File: config.mk
export PLATFORM = sky130hd
export DESIGN_NAME = mde_core
export DESIGN_NICKNAME = d
export VERILOG_FILES = /design/src/mde_alu.v /design/src/mde_core.v
export VERILOG_INCLUDE_DIRS = /design/src
export SDC_FILE = /design/constraint.sdc
export NUM_CORES = 2
export LEC_CHECK = 0
export BUFFER_PORTS_ARGS = -buffer_cell sky130_fd_sc_hd__buf_2
export CORE_ASPECT_RATIO = 0.6
export CORE_UTILIZATION = 37
export DETAILED_ROUTE_END_ITERATION = 12
export HOLD_SLACK_MARGIN = 0.05
export PLACE_DENSITY = 0.54
export SYNTH_ARGS = -nofsm -noshare
export SYNTH_HDL_FRONTEND = slang
export SYNTH_SLANG_ARGS = --single-unit
File: constraint.sdc
create_clock -name pclk -period 32.7 [get_ports pclk]
set_input_delay 6.54 -clock pclk [delete_from_list [all_inputs] [get_ports pclk]]
set_output_delay 6.54 -clock pclk [all_outputs]
set_load 0.01 [all_outputs]
File: src/mde_regs.vh
`ifndef MDE_REGS_VH
`define MDE_REGS_VH

// ****************************************
// apb register offsets
// ****************************************
`define MDE_OFS_CTRL 8'h00
`define MDE_OFS_STATUS 8'h04
`define MDE_OFS_FADDR 8'h08
`define MDE_OFS_FDATA 8'h0c

// ****************************************
// field positions
// ****************************************
`define MDE_CTRL_RUN 0
`define MDE_CTRL_PSA_T0 1
`define MDE_ST_C 0
`define MDE_ST_DC 1
`define MDE_ST_Z 2
`define MDE_ST_TO 3
`define MDE_ST_PD 4
`define MDE_ST_SLEEP 5

// ****************************************
// reset values
// ****************************************
`define MDE_CTRL_RST 2'h0
`define MDE_TO_RST 1'b1
`define MDE_PD_RST 1'b1

// ****************************************
// special file addresses
// ****************************************
`define MDE_FA_TIMER0 7'h01
`define MDE_FA_PORT 7'h05

// ****************************************
// timing: pclk periods per instruction cycle
// ****************************************
`define MDE_PHASES 4
`define MDE_PHASE_LAST 2'h3

// ****************************************
// alu operations
// ****************************************
`define MDE_ALU_ADD 4'h0
`define MDE_ALU_SUB 4'h1
`define MDE_ALU_AND 4'h2
`define MDE_ALU_OR 4'h3
`define MDE_ALU_XOR 4'h4
`define MDE_ALU_PASS 4'h5
`define MDE_ALU_COM 4'h6
`define MDE_ALU_INC 4'h7
`define MDE_ALU_DEC 4'h8
`define MDE_ALU_RL 4'h9
`define MDE_ALU_RR 4'ha
`define MDE_ALU_SWAP 4'hb
`define MDE_ALU_CLR 4'hc

`endif

File: src/mde_alu.v
`timescale 1ns/100ps
`default_nettype none
`include "mde_regs.vh"

module mde_alu (
   input wire [3:0] op,
   input wire [7:0] acc,
   input wire [7:0] opnd,
   input wire carry_in,
   output reg [7:0] res,
   output reg carry_out,
   output reg half_carry_out,
   output wire zero_out
);
   reg [8:0] sum;
   reg [4:0] low;

   always @* begin
      sum = 9'h000;
      low = 5'h00;
      res = 8'h00;
      carry_out = carry_in;
      half_carry_out = 1'b0;
      case (op)
         `MDE_ALU_ADD: begin
            sum = {1'b0, acc} + {1'b0, opnd};
            low = {1'b0, acc[3:0]} + {1'b0, opnd[3:0]};
            res = sum[7:0];
            carry_out = sum[8];
            half_carry_out = low[4];
         end
         // carry set means no borrow
         `MDE_ALU_SUB: begin
            sum = {1'b0, opnd} + {1'b0, ~acc} + 9'h001;
            low = {1'b0, opnd[3:0]} + {1'b0, ~acc[3:0]} + 5'h01;
            res = sum[7:0];
            carry_out = sum[8];
            half_carry_out = low[4];
         end
         `MDE_ALU_AND: res = acc & opnd;
         `MDE_ALU_OR: res = acc | opnd;
         `MDE_ALU_XOR: res = acc ^ opnd;
         `MDE_ALU_PASS: res = opnd;
         `MDE_ALU_COM: res = ~opnd;
         `MDE_ALU_INC: res = opnd + 8'h01;
         `MDE_ALU_DEC: res = opnd - 8'h01;
         `MDE_ALU_RL: begin
            res = {opnd[6:0], carry_in};
            carry_out = opnd[7];
         end
         `MDE_ALU_RR: begin
            res = {carry_in, opnd[7:1]};
            carry_out = opnd[0];
         end
         `MDE_ALU_SWAP: res = {opnd[3:0], opnd[7:4]};
         `MDE_ALU_CLR: res = 8'h00;
         default: res = opnd;
      endcase
   end

   assign zero_out = (res == 8'h00);
endmodule // mde_alu

`default_nettype wire

File: src/mde_core.v
// Decided for this implementation: the APB interface to the registers and the placing of the registers.
`timescale 1ns/100ps
`default_nettype none
`include "mde_regs.vh"

module mde_core #(
   parameter PC_W = 13,
   parameter STACK_DEPTH = 8,
   parameter SP_W = 3
) (
   input wire pclk,
   input wire presetn,
   input wire psel,
   input wire penable,
   input wire pwrite,
   input wire [7:0] paddr,
   input wire [31:0] pwdata,
   output reg [31:0] prdata,
   output reg pready,
   output reg pslverr,
   output reg [PC_W-1:0] prog_addr,
   input wire [13:0] prog_data,
   input wire [7:0] port_pin_in,
   output reg [7:0] port_latch_out,
   output reg prescaler_clear,
   output reg watchdog_clear,
   output reg standby_req
);
   // ****************************************
   // state
   // ****************************************
   reg [7:0] file_mem [0:127];
   reg [PC_W-1:0] stack_mem [0:STACK_DEPTH-1];
   reg [SP_W-1:0] sp_ff;
   reg [7:0] acc_ff;
   reg [13:0] instr_ff;
   reg [1:0] phase_ff;
   reg flush_ff;
   reg c_ff, dc_ff, z_ff, to_ff, pd_ff, sleep_ff;
   reg run_ff, psa_t0_ff;
   reg [6:0] faddr_ff;
   reg [7:0] pin_meta_ff, pin_sync_ff;

   // ****************************************
   // decode
   // ****************************************
   wire [1:0] cls = instr_ff[13:12];
   wire [3:0] nib = instr_ff[11:8];
   wire dst_file = instr_ff[7];
   wire [2:0] bit_idx = instr_ff[9:7];
   wire [6:0] fa = instr_ff[6:0];
   wire [7:0] lit = instr_ff[7:0];
   wire [7:0] bit_mask = 8'h01 << bit_idx;
   wire [7:0] file_rd = (fa == `MDE_FA_PORT) ? pin_sync_ff : file_mem[fa];
   wire active = run_ff & ~sleep_ff;
   wire exec = active & (phase_ff == `MDE_PHASE_LAST) & ~flush_ff;

   reg [3:0] alu_op;
   reg [7:0] alu_b;
   reg wr_acc, wr_file, upd_c, upd_dc, upd_z;
   reg do_skip, do_jump, do_push, do_pop, do_sleep, do_wdt;
   wire [7:0] alu_res;
   wire alu_c, alu_dc, alu_z;

   mde_alu u_alu (
      .op(alu_op),
      .acc(acc_ff),
      .opnd(alu_b),
      .carry_in(c_ff),
      .res(alu_res),
      .carry_out(alu_c),
      .half_carry_out(alu_dc),
      .zero_out(alu_z)
   );

   always @* begin
      alu_op = `MDE_ALU_PASS;
      alu_b = file_rd;
      wr_acc = 1'b0;
      wr_file = 1'b0;
      upd_c = 1'b0;
      upd_dc = 1'b0;
      upd_z = 1'b0;
      do_skip = 1'b0;
      do_jump = 1'b0;
      do_push = 1'b0;
      do_pop = 1'b0;
      do_sleep = 1'b0;
      do_wdt = 1'b0;
      case (cls)
         2'b00: begin
            wr_acc = ~dst_file;
            wr_file = dst_file;
            case (nib)
               4'b0000: begin
                  wr_acc = 1'b0;
                  wr_file = 1'b0;
                  if (dst_file) begin
                     alu_op = `MDE_ALU_PASS;
                     alu_b = acc_ff;
                     wr_file = 1'b1;
                  end else if (instr_ff[7:0] == 8'h08 || instr_ff[7:0] == 8'h09) begin
                     do_pop = 1'b1;
                  end else if (instr_ff[7:0] == 8'h63) begin
                     do_sleep = 1'b1;
                  end else if (instr_ff[7:0] == 8'h64) begin
                     do_wdt = 1'b1;
                  end
               end
               4'b0001: begin
                  alu_op = `MDE_ALU_CLR;
                  upd_z = 1'b1;
               end
               4'b0010: begin
                  alu_op = `MDE_ALU_SUB;
                  upd_c = 1'b1;
                  upd_dc = 1'b1;
                  upd_z = 1'b1;
               end
               4'b0011: begin
                  alu_op = `MDE_ALU_DEC;
                  upd_z = 1'b1;
               end
               4'b0100: begin
                  alu_op = `MDE_ALU_OR;
                  upd_z = 1'b1;
               end
               4'b0101: begin
                  alu_op = `MDE_ALU_AND;
                  upd_z = 1'b1;
               end
               4'b0110: begin
                  alu_op = `MDE_ALU_XOR;
                  upd_z = 1'b1;
               end
               4'b0111: begin
                  alu_op = `MDE_ALU_ADD;
                  upd_c = 1'b1;
                  upd_dc = 1'b1;
                  upd_z = 1'b1;
               end
               4'b1000: upd_z = 1'b1;
               4'b1001: begin
                  alu_op = `MDE_ALU_COM;
                  upd_z = 1'b1;
               end
               4'b1010: begin
                  alu_op = `MDE_ALU_INC;
                  upd_z = 1'b1;
               end
               4'b1011: begin
                  alu_op = `MDE_ALU_DEC;
                  do_skip = alu_z;
               end
               4'b1100: begin
                  alu_op = `MDE_ALU_RR;
                  upd_c = 1'b1;
               end
               4'b1101: begin
                  alu_op = `MDE_ALU_RL;
                  upd_c = 1'b1;
               end
               4'b1110: alu_op = `MDE_ALU_SWAP;
               default: begin
                  alu_op = `MDE_ALU_INC;
                  do_skip = alu_z;
               end
            endcase
         end
         2'b01: begin
            case (nib[3:2])
               2'b00: begin
                  alu_b = file_rd & ~bit_mask;
                  wr_file = 1'b1;
               end
               2'b01: begin
                  alu_b = file_rd | bit_mask;
                  wr_file = 1'b1;
               end
               2'b10: do_skip = ~|(file_rd & bit_mask);
               default: do_skip = |(file_rd & bit_mask);
            endcase
         end
         2'b10: begin
            do_jump = 1'b1;
            do_push = ~instr_ff[11];
         end
         default: begin
            alu_b = lit;
            wr_acc = 1'b1;
            casez (nib)
               4'b00??: alu_op = `MDE_ALU_PASS;
               4'b01??: do_pop = 1'b1;
               4'b1000: begin
                  alu_op = `MDE_ALU_OR;
                  upd_z = 1'b1;
               end
               4'b1001: begin
                  alu_op = `MDE_ALU_AND;
                  upd_z = 1'b1;
               end
               4'b1010: begin
                  alu_op = `MDE_ALU_XOR;
                  upd_z = 1'b1;
               end
               4'b110?: begin
                  alu_op = `MDE_ALU_SUB;
                  upd_c = 1'b1;
                  upd_dc = 1'b1;
                  upd_z = 1'b1;
               end
               4'b111?: begin
                  alu_op = `MDE_ALU_ADD;
                  upd_c = 1'b1;
                  upd_dc = 1'b1;
                  upd_z = 1'b1;
               end
               default: wr_acc = 1'b0;
            endcase
         end
      endcase
   end

   // ****************************************
   // pin synchroniser
   // ****************************************
   always @(posedge pclk or negedge presetn) begin
      if (!presetn) begin
         pin_meta_ff <= 8'h00;
         pin_sync_ff <= 8'h00;
      end else begin
         pin_meta_ff <= port_pin_in;
         pin_sync_ff <= pin_meta_ff;
      end
   end

   // ****************************************
   // instruction sequencer
   // ****************************************
   wire [PC_W-1:0] pc_inc = prog_addr + {{(PC_W-1){1'b0}}, 1'b1};
   wire [PC_W-1:0] pc_skip = prog_addr + {{(PC_W-2){1'b0}}, 2'b10};
   wire [PC_W-1:0] jmp_tgt = {prog_addr[PC_W-1:11], instr_ff[10:0]};
   wire [SP_W-1:0] sp_dec = sp_ff - {{(SP_W-1){1'b0}}, 1'b1};
   wire apb_wr = psel & penable & pready & pwrite;

   always @(posedge pclk or negedge presetn) begin
      if (!presetn) begin
         phase_ff <= 2'h0;
         instr_ff <= 14'h0000;
         flush_ff <= 1'b0;
         prog_addr <= {PC_W{1'b0}};
         sp_ff <= {SP_W{1'b0}};
         acc_ff <= 8'h00;
         c_ff <= 1'b0;
         dc_ff <= 1'b0;
         z_ff <= 1'b0;
         to_ff <= `MDE_TO_RST;
         pd_ff <= `MDE_PD_RST;
         sleep_ff <= 1'b0;
         port_latch_out <= 8'h00;
         prescaler_clear <= 1'b0;
         watchdog_clear <= 1'b0;
         standby_req <= 1'b0;
      end else begin
         prescaler_clear <= 1'b0;
         watchdog_clear <= 1'b0;
         standby_req <= 1'b0;
         if (active) begin
            phase_ff <= phase_ff + 2'h1;
         end else begin
            phase_ff <= 2'h0;
         end
         if (active && phase_ff == 2'h0) begin
            instr_ff <= prog_data;
         end
         if (active && phase_ff == `MDE_PHASE_LAST && flush_ff) begin
            flush_ff <= 1'b0;
         end
         if (exec) begin
            prog_addr <= pc_inc;
            if (wr_acc) begin
               acc_ff <= alu_res;
            end
            if (wr_file) begin
               file_mem[fa] <= alu_res;
               if (fa == `MDE_FA_PORT) begin
                  port_latch_out <= alu_res;
               end
               if (fa == `MDE_FA_TIMER0 && psa_t0_ff) begin
                  prescaler_clear <= 1'b1;
               end
            end
            if (upd_c) begin
               c_ff <= alu_c;
            end
            if (upd_dc) begin
               dc_ff <= alu_dc;
            end
            if (upd_z) begin
               z_ff <= alu_z;
            end
            // taken test or pc load adds nop
            if (do_skip) begin
               prog_addr <= pc_skip;
               flush_ff <= 1'b1;
            end
            if (do_jump) begin
               prog_addr <= jmp_tgt;
               flush_ff <= 1'b1;
            end
            if (do_push) begin
               stack_mem[sp_ff] <= pc_inc;
               sp_ff <= sp_ff + {{(SP_W-1){1'b0}}, 1'b1};
            end
            if (do_pop) begin
               prog_addr <= stack_mem[sp_dec];
               sp_ff <= sp_dec;
               flush_ff <= 1'b1;
            end
            // to set, pd cleared on standby
            if (do_sleep) begin
               to_ff <= 1'b1;
               pd_ff <= 1'b0;
               sleep_ff <= 1'b1;
               standby_req <= 1'b1;
            end
            if (do_wdt) begin
               to_ff <= 1'b1;
               pd_ff <= 1'b1;
               watchdog_clear <= 1'b1;
            end
         end else if (!active && apb_wr && paddr == `MDE_OFS_FDATA) begin
            // debug write only while halted, so no clash with execution
            file_mem[faddr_ff] <= pwdata[7:0];
            if (faddr_ff == `MDE_FA_PORT) begin
               port_latch_out <= pwdata[7:0];
            end
         end
         // wake only by software writing the control word
         if (apb_wr && paddr == `MDE_OFS_CTRL && !exec) begin
            sleep_ff <= 1'b0;
         end
      end
   end

   // ****************************************
   // apb slave
   // ****************************************
   localparam [1:0] CTRL_RST = `MDE_CTRL_RST;
   reg [31:0] rd_mux;
   reg hit;

   always @* begin
      rd_mux = 32'h0000_0000;
      hit = 1'b1;
      case (paddr)
         `MDE_OFS_CTRL: rd_mux = {30'h0000_0000, psa_t0_ff, run_ff};
         `MDE_OFS_STATUS: begin
            rd_mux[`MDE_ST_C] = c_ff;
            rd_mux[`MDE_ST_DC] = dc_ff;
            rd_mux[`MDE_ST_Z] = z_ff;
            rd_mux[`MDE_ST_TO] = to_ff;
            rd_mux[`MDE_ST_PD] = pd_ff;
            rd_mux[`MDE_ST_SLEEP] = sleep_ff;
            rd_mux[15:8] = acc_ff;
            rd_mux[16+PC_W-1:16] = prog_addr;
         end
         `MDE_OFS_FADDR: rd_mux = {25'h000_0000, faddr_ff};
         `MDE_OFS_FDATA: rd_mux = {24'h00_0000, file_mem[faddr_ff]};
         default: hit = 1'b0;
      endcase
   end

   always @(posedge pclk or negedge presetn) begin
      if (!presetn) begin
         pready <= 1'b0;
         prdata <= 32'h0000_0000;
         pslverr <= 1'b0;
         run_ff <= CTRL_RST[`MDE_CTRL_RUN];
         psa_t0_ff <= CTRL_RST[`MDE_CTRL_PSA_T0];
         faddr_ff <= 7'h00;
      end else begin
         // answer one cycle after setup; pready drops after the access edge
         pready <= psel & ~penable & ~pready;
         // error stands with pready only, one cycle
         pslverr <= psel & ~penable & ~pready & ~hit;
         if (psel && !penable) begin
            prdata <= pwrite ? 32'h0000_0000 : rd_mux;
         end
         if (apb_wr && paddr == `MDE_OFS_CTRL) begin
            run_ff <= pwdata[`MDE_CTRL_RUN];
            psa_t0_ff <= pwdata[`MDE_CTRL_PSA_T0];
         end
         if (apb_wr && paddr == `MDE_OFS_FADDR) begin
            faddr_ff <= pwdata[6:0];
         end
      end
   end
endmodule // mde_core

`default_nettype wire

# --- After elaboration in Yosys (flattened, before gate mapping) ---
# Memories as Yosys holds them, arrays and structs flattened.
# Cells that the tools add are included.
word_totals:
  register_bits: 117
  latch_bits: 0
  mem_bits_rw: 1128
  mem_bits_ro: 0
  input_bits: 67
  output_inout_bits: 58
  elab_cells: 260
  n_memories: 2
classes:
  addsub: 13
  multipliers: 0
  div_mod_pow: 0
  order_cmp: 0
  eq_ne: 45
  shift: 1
  mux: 93
  bitwise: 26
  reduce_logical: 55
memory_table:
  columns: ["memory", "depth", "word_bits", "rd", "rd_ports_with_merged_regs", "write_ports", "line_no", "text"]
  rows:
  - ["file_mem", 128, 8, 2, 0, 1, "mde_core.v:32", "reg [7:0] file_mem [0:127];"]
  - ["stack_mem", 8, 13, 1, 0, 1, "mde_core.v:33", "reg [PC_W-1:0] stack_mem [0:STACK_DEPTH-1];"]
op_table:
  columns: ["op", "n"]
  rows:
  - ["one-hot mux 8 bit (12 select lines)", 1]
  - ["two-way mux 8 bit", 9]
  - ["two-way mux 1 bit", 57]
  - ["== test 4 bit, second input constant", 12]
  - ["one-hot mux 4 bit (12 select lines)", 1]
  - ["two-way mux 13 bit", 3]
  - ["== test 8 x 4 -> 1 bit, second input constant", 4]
  - ["two-way mux 29 bit", 1]
  - ["== test 4 x 3 -> 1 bit, second input constant", 7]
  - ["bitwise AND 8 bit", 3]
  - ["NOT 8 bit", 3]
  - ["one-hot mux 6 bit (4 select lines)", 1]
  - ["one-hot mux 8 bit (3 select lines)", 1]
  - ["two-way mux 21 bit", 1]
  - ["adder 8 x 8 -> 9 bit", 2]
  - ["one-hot mux 1 bit (2 select lines)", 9]
  - ["== test 4 x 2 -> 1 bit, second input constant", 4]
  - ["== test 8 x 7 -> 1 bit, second input constant", 2]
  - ["logical NOT 8 bit", 2]
  - ["OR 8 bit", 2]
  - ["one-hot mux 8 bit (2 select lines)", 1]
  - ["OR reduction 8 bit", 2]
  - ["one-hot mux 3 bit (5 select lines)", 1]
  - ["== test 7 x 3 -> 1 bit, second input constant", 2]
  - ["other kinds (44)", 102]

# --- Longest topological paths before layout ---
depth:
  depth_word: 15
  ltp_mapped: 29
  mapped_depth_nobuf: 25

# --- Modules after synthesis ---
# A second synthesis with hierarchy kept.
unflattened:
  cells_unflattened: 3643
  hier_area_um2: 60943.4
by_module_without_submodules:
  columns: ["mod", "n_inst", "cells_each", "area_per_inst_um2", "seq_area_each_um2"]
  rows:
  - ["mde_core", 1, 3342, 58806.4, 36701.4]
  - ["mde_alu", 1, 301, 2137.0, 0.0]

# --- Least setup slack after synthesis ---
# OpenSTA, ideal clock, no wires.
synth_path:
  path_kind: "input-to-reg"
  start: "input paddr[2]"
  end: "memory file_mem[0][5] (data pin)"
  setup_ns: 1.197
  arrival_time_ns: 12.618
  t_required_ns: 31.503
  path_slack_ns: 18.886
  path_stages: 7
  cell_sequence: "clkbuf_1 -> nand3_1 -> nor3_1 -> and2_1 -> clkbuf_1 -> clkbuf_1 -> o21ai_0"
synth_between:
  elab_chain_cells: 8
synth_rtl:
  columns: ["element", "line_no", "text"]
  rows:
  - ["from (decl)", "mde_core.v:16", "input wire [7:0] paddr,"]
  - ["== test 8 x 4 -> 1 bit", null, null]
  - ["logical AND 1 bit (no source line)", null, null]
  - ["two-way mux 1 bit", "mde_core.v:332", "end else if (!active && apb_wr && paddr == `MDE_OFS_FDATA) begin"]
  - ["two-way mux 1 bit", "mde_core.v:279", "if (exec) begin"]
  - ["logical AND 1 bit (implied by the code)", "mde_core.v:334", "file_mem[faddr_ff] <= pwdata[7:0];"]
  - ["two-way mux 1 bit (implied by the code)", "mde_core.v:334", null]
  - ["OR reduction 8 bit (no source line)", null, null]
  - ["two-way mux 8 bit (no source line)", null, null]
  - ["to (decl)", "mde_core.v:32", null]
# Every way passes these cells.

# --- Final worst setup path ---
layout_path:
  start: "input paddr[5]"
  end: "memory file_mem[51][4], enable pin"
layout_between:
  elab_chain_cells: 8
  word_cells_on_any_way: 9
  cone_classes: "eq/ne (1); mux (5); reduce/logical (3)"
layout_rtl:
  columns: ["element", "line_no"]
  rows:
  - ["== test 8 x 4 -> 1 bit (*)", null]
  - ["logical AND 1 bit (no source line) (*)", null]
  - ["two-way mux 1 bit (*)", "mde_core.v:332"]
  - ["two-way mux 1 bit (*)", "mde_core.v:279"]
  - ["logical AND 1 bit (implied by the code) (*)", "mde_core.v:334"]
  - ["two-way mux 1 bit (implied by the code) (*)", "mde_core.v:334"]
  - ["OR reduction 8 bit (no source line)", null]
  - ["two-way mux 7 bit (no source line) / two-way mux 1 bit (equally long branches)", null]
# Mark *: on every way between the ends. The rest lies on a longest branch, timed or not.

==> impl_results.md <==
* Grt ovf at 0
* Setup WS pre-CTS at 21.62 ns
* DRC at 0
* Slowest stage cell on the critical path: nor2_1
* Row cnt at 114
* Die W at 526 µm
* TritonRoute pass-1 iters at 8
* Clock Pin Slew Worst Setup and Hold Paths at 0.06 ns
* Worst path max stage delay at 1.23 ns
* Via count at 38400
* Max Fclk at 93.9 MHz
* Buf/Inv on CP at 2
* Tightest Hold Check Type: reg2reg
* Max Slew Vio Count at 11
* Register bit total from synthesis at 1241
* Syn_area_per_cell at 16.5 µm²
* Setup bufs post-CTS at 0
* H-Tree Depth at 3
* Worst path most repeated cell: nor2_1
* Largest net degree at the start of global routing at 112
* Worst VDD drop at 0.0392 mV
* Fillers at 14400
* Delay-heaviest family, CP: simple AND/OR/NAND/NOR gates
* Final hold vios at 0
* Leak pwr at 21.7 nW
* Placer Congestion at 0.948
* Cells along the critical path: buf_2 -> nor4_1 -> nand2_1 -> inv_1 -> nand3_1 -> nor3_1 -> and2_1 -> o21ai_0 -> nor2_1 -> nand2b_2 -> nor2_1
* Antenna violations before repair at 14
* Root buf cell: clkbuf_16
* Total GRT Usage at 25.3%
* EDFF count, synth at 1128
* Placed inst area at 63600 µm²
* Placed instance count at 5738
* Max-Cap Viols at 1
* Warnings, synthesis at 0
* Total Neg Setup Slack at 0 ns
* CTS Buf Count at 114
* Port Buffer Count at 97
* Util after Layout at 41.5%
* # setup viols final at 0
* Crit-path max FO at 14
* Least-Margin Pin Slew at 1.54 ns
* First-pass GRT wire length at 295000 µm
* Wire per inst at 35.7 µm
* Layout Nets at 3818
* P&R area growth vs syn at 10.6%
* Crit start category: input pin
* Hpwl dp at 145000 µm
* Mapped cell area at 60900 µm²
* Critical Path Sink Type: flop
* Sink Count at 1241
* Max Buffers Root-to-Sink at 3
* Die area at 166000 µm²
* RSZ-0062 raised after global routing: no
* Routed Antenna Nets at 0
* Top post-synthesis cells by area: edfxtp_1 56%, mux4_2 20%, dfrtp_1 4.6%
* Top_reg_cell synth: edfxtp_1
* Final WL at 213000 µm
* Min Clock Period, post-route at 10.64 ns
* Starting density of the core at 37.6%
* Failing checks: max-capacitance violations, max-slew violations
* CP arrival at 10.99 ns
* Vias per cell at 6.44
* Vias in the first global route at 35900
* Iter 0 DRT Violations at 5567
* Cts repair resizes at 0
* Final period utilization at 32.6%
* Asr flop ratio synth at 9.11%
* Status: finished with violations
* Setup CP Type: in2reg
* Power Total at 3.61 mW
* PnR worst setup slack at 22.06 ns
* Req. time, crit path at 33.04 ns
* Cell taking the most area after synthesis: edfxtp_1
* CTS tree: done
* Power Density at 53.6 nW/µm²
* Core area at 162000 µm²
* Max-slew headroom at -2.66%
* Non-filler instance count after layout at 5957
* Sequential fraction of the synthesis area at 60.3%
* Synth top area share at 55.6%
* Worst hold margin at 0.357 ns
* Chip Height at 316 µm
* Clock skew at 0.0503 ns
* Design Area, Final at 67300 µm²
* Worst-Skew Late Latency at 0.76 ns
* Synth top cells by count: 1128 x edfxtp_1, 533 x mux4_2, 249 x nor2_1
* Cell count after synthesis at 3681
* Boundary Pins at 125
* Hold-fix buffers, CTS at 0
* Share of layout cells above drive strength 1 at 26.9%
* Most frequent cell after synthesis: edfxtp_1
* Synth unique cells at 98
[cells in the final DEF (no fill, tap or decap), types with 11 or more instances in the layout]
master     instances
a22o_1            24
nand4_1           18
edfxtp_1        1128
or2_2             19
a21oi_1           86
clkinv_2          31
a211oi_1          17
o21a_1            13
nor2_1           241
a22oi_1           85
o211ai_1          15
nand3_1           62
nand2b_1          16
buf_2             96
clkinv_1          29
ha_1              40
clkbuf_1          16
nand2_1          164
nor3_1            43
dfrtp_1          102
inv_1             54
o31ai_1           17
o22ai_1           21
bufinv_16         11
nor2b_1           22
a221oi_1          16
mux2i_1          236
clkbuf_16        114
and3_1            13
mux4_2           533
mux2_2            35
xnor2_1           11
nor3b_1           13
o21ai_0           63
and2_1            17
a31oi_1           47
a32oi_1           12
buf_4             98
[sequential cells by signal, summed over array words and instances, names as in the netlist, 2 cells and up]
register	flops
stack_mem	104
phase_ff	2
faddr_ff	7
port_latch_out	8
file_mem	1024
prdata	29
sp_ff	3
pin_meta_ff	8
acc_ff	8
prog_addr	13
pin_sync_ff	8
instr_ff	14
[layer usage]
metal	vias to the layer above	part of all wire, %	GRT usage (%)
li1	15200	-	-
met1	20500	45	39.5
met2	2397	38	31.3
met3	232	16	11.8
met4	8	1.8	4.58
met5	-	0.079	0
[worst paths after layout]
| check | endpoint | slack, ns | startpoint | cells after the start |
|---|---|---|---|---|
| max reg2reg | file_mem[32][4] | 22.46 | instr_ff[0] | 19 |
| max in group asynchronous | faddr_ff[2] | 25.57 | presetn | 2 |
| max | file_mem[51][4] | 22.06 | paddr[5] | 11 |
| min in group asynchronous | pin_meta_ff[2] | 5.77 | presetn | 1 |
| min | pin_sync_ff[4] | 0.36 | pin_meta_ff[4] | 0 |
| min reg2reg | pin_sync_ff[4] | 0.36 | pin_meta_ff[4] | 0 |
[kinds of logic (layout without fill, tap and decap cells)]
family                   after synthesis  count (layout)  share of synthesized area (%)
AO/OA/AOI/OAI                        522             522                           6.08
XOR/XNOR                              21              21                          0.302
adder cells (fa/ha/maj)               43              43                          0.920
buffers and inverters                347             472                           2.75
flip-flops                          1241            1241                           60.3
multiplexers                         805             805                           24.3
other                                  1               6                        0.00616
AND/OR/NAND/NOR                      701             701                           5.42
[power by group]
| part | internal, mW | leakage (nW) | switching, mW |
|---|---|---|---|
| sequential | 1.85 | 11.9 | 0.00787 |
| clock | 0.731 | 1.81 | 0.635 |
| combinational | 0.0850 | 7.99 | 0.304 |
[area by class of cell]
class / count / area, µm² / share of cell area [%]
diodes: 3 / 7.51 / 0.0111
clock buffers: 130 / 2910 / 4.33
well taps: 2146 / 2690 / 3.99
inverters: 58 / 219 / 0.325
repair buffers: 198 / 1290 / 1.91
flip-flops and latches: 1241 / 36700 / 54.5
clock inverters: 86 / 787 / 1.17
multi-input cells: 2095 / 22700 / 33.7
(Power assumes the default switching activity.)
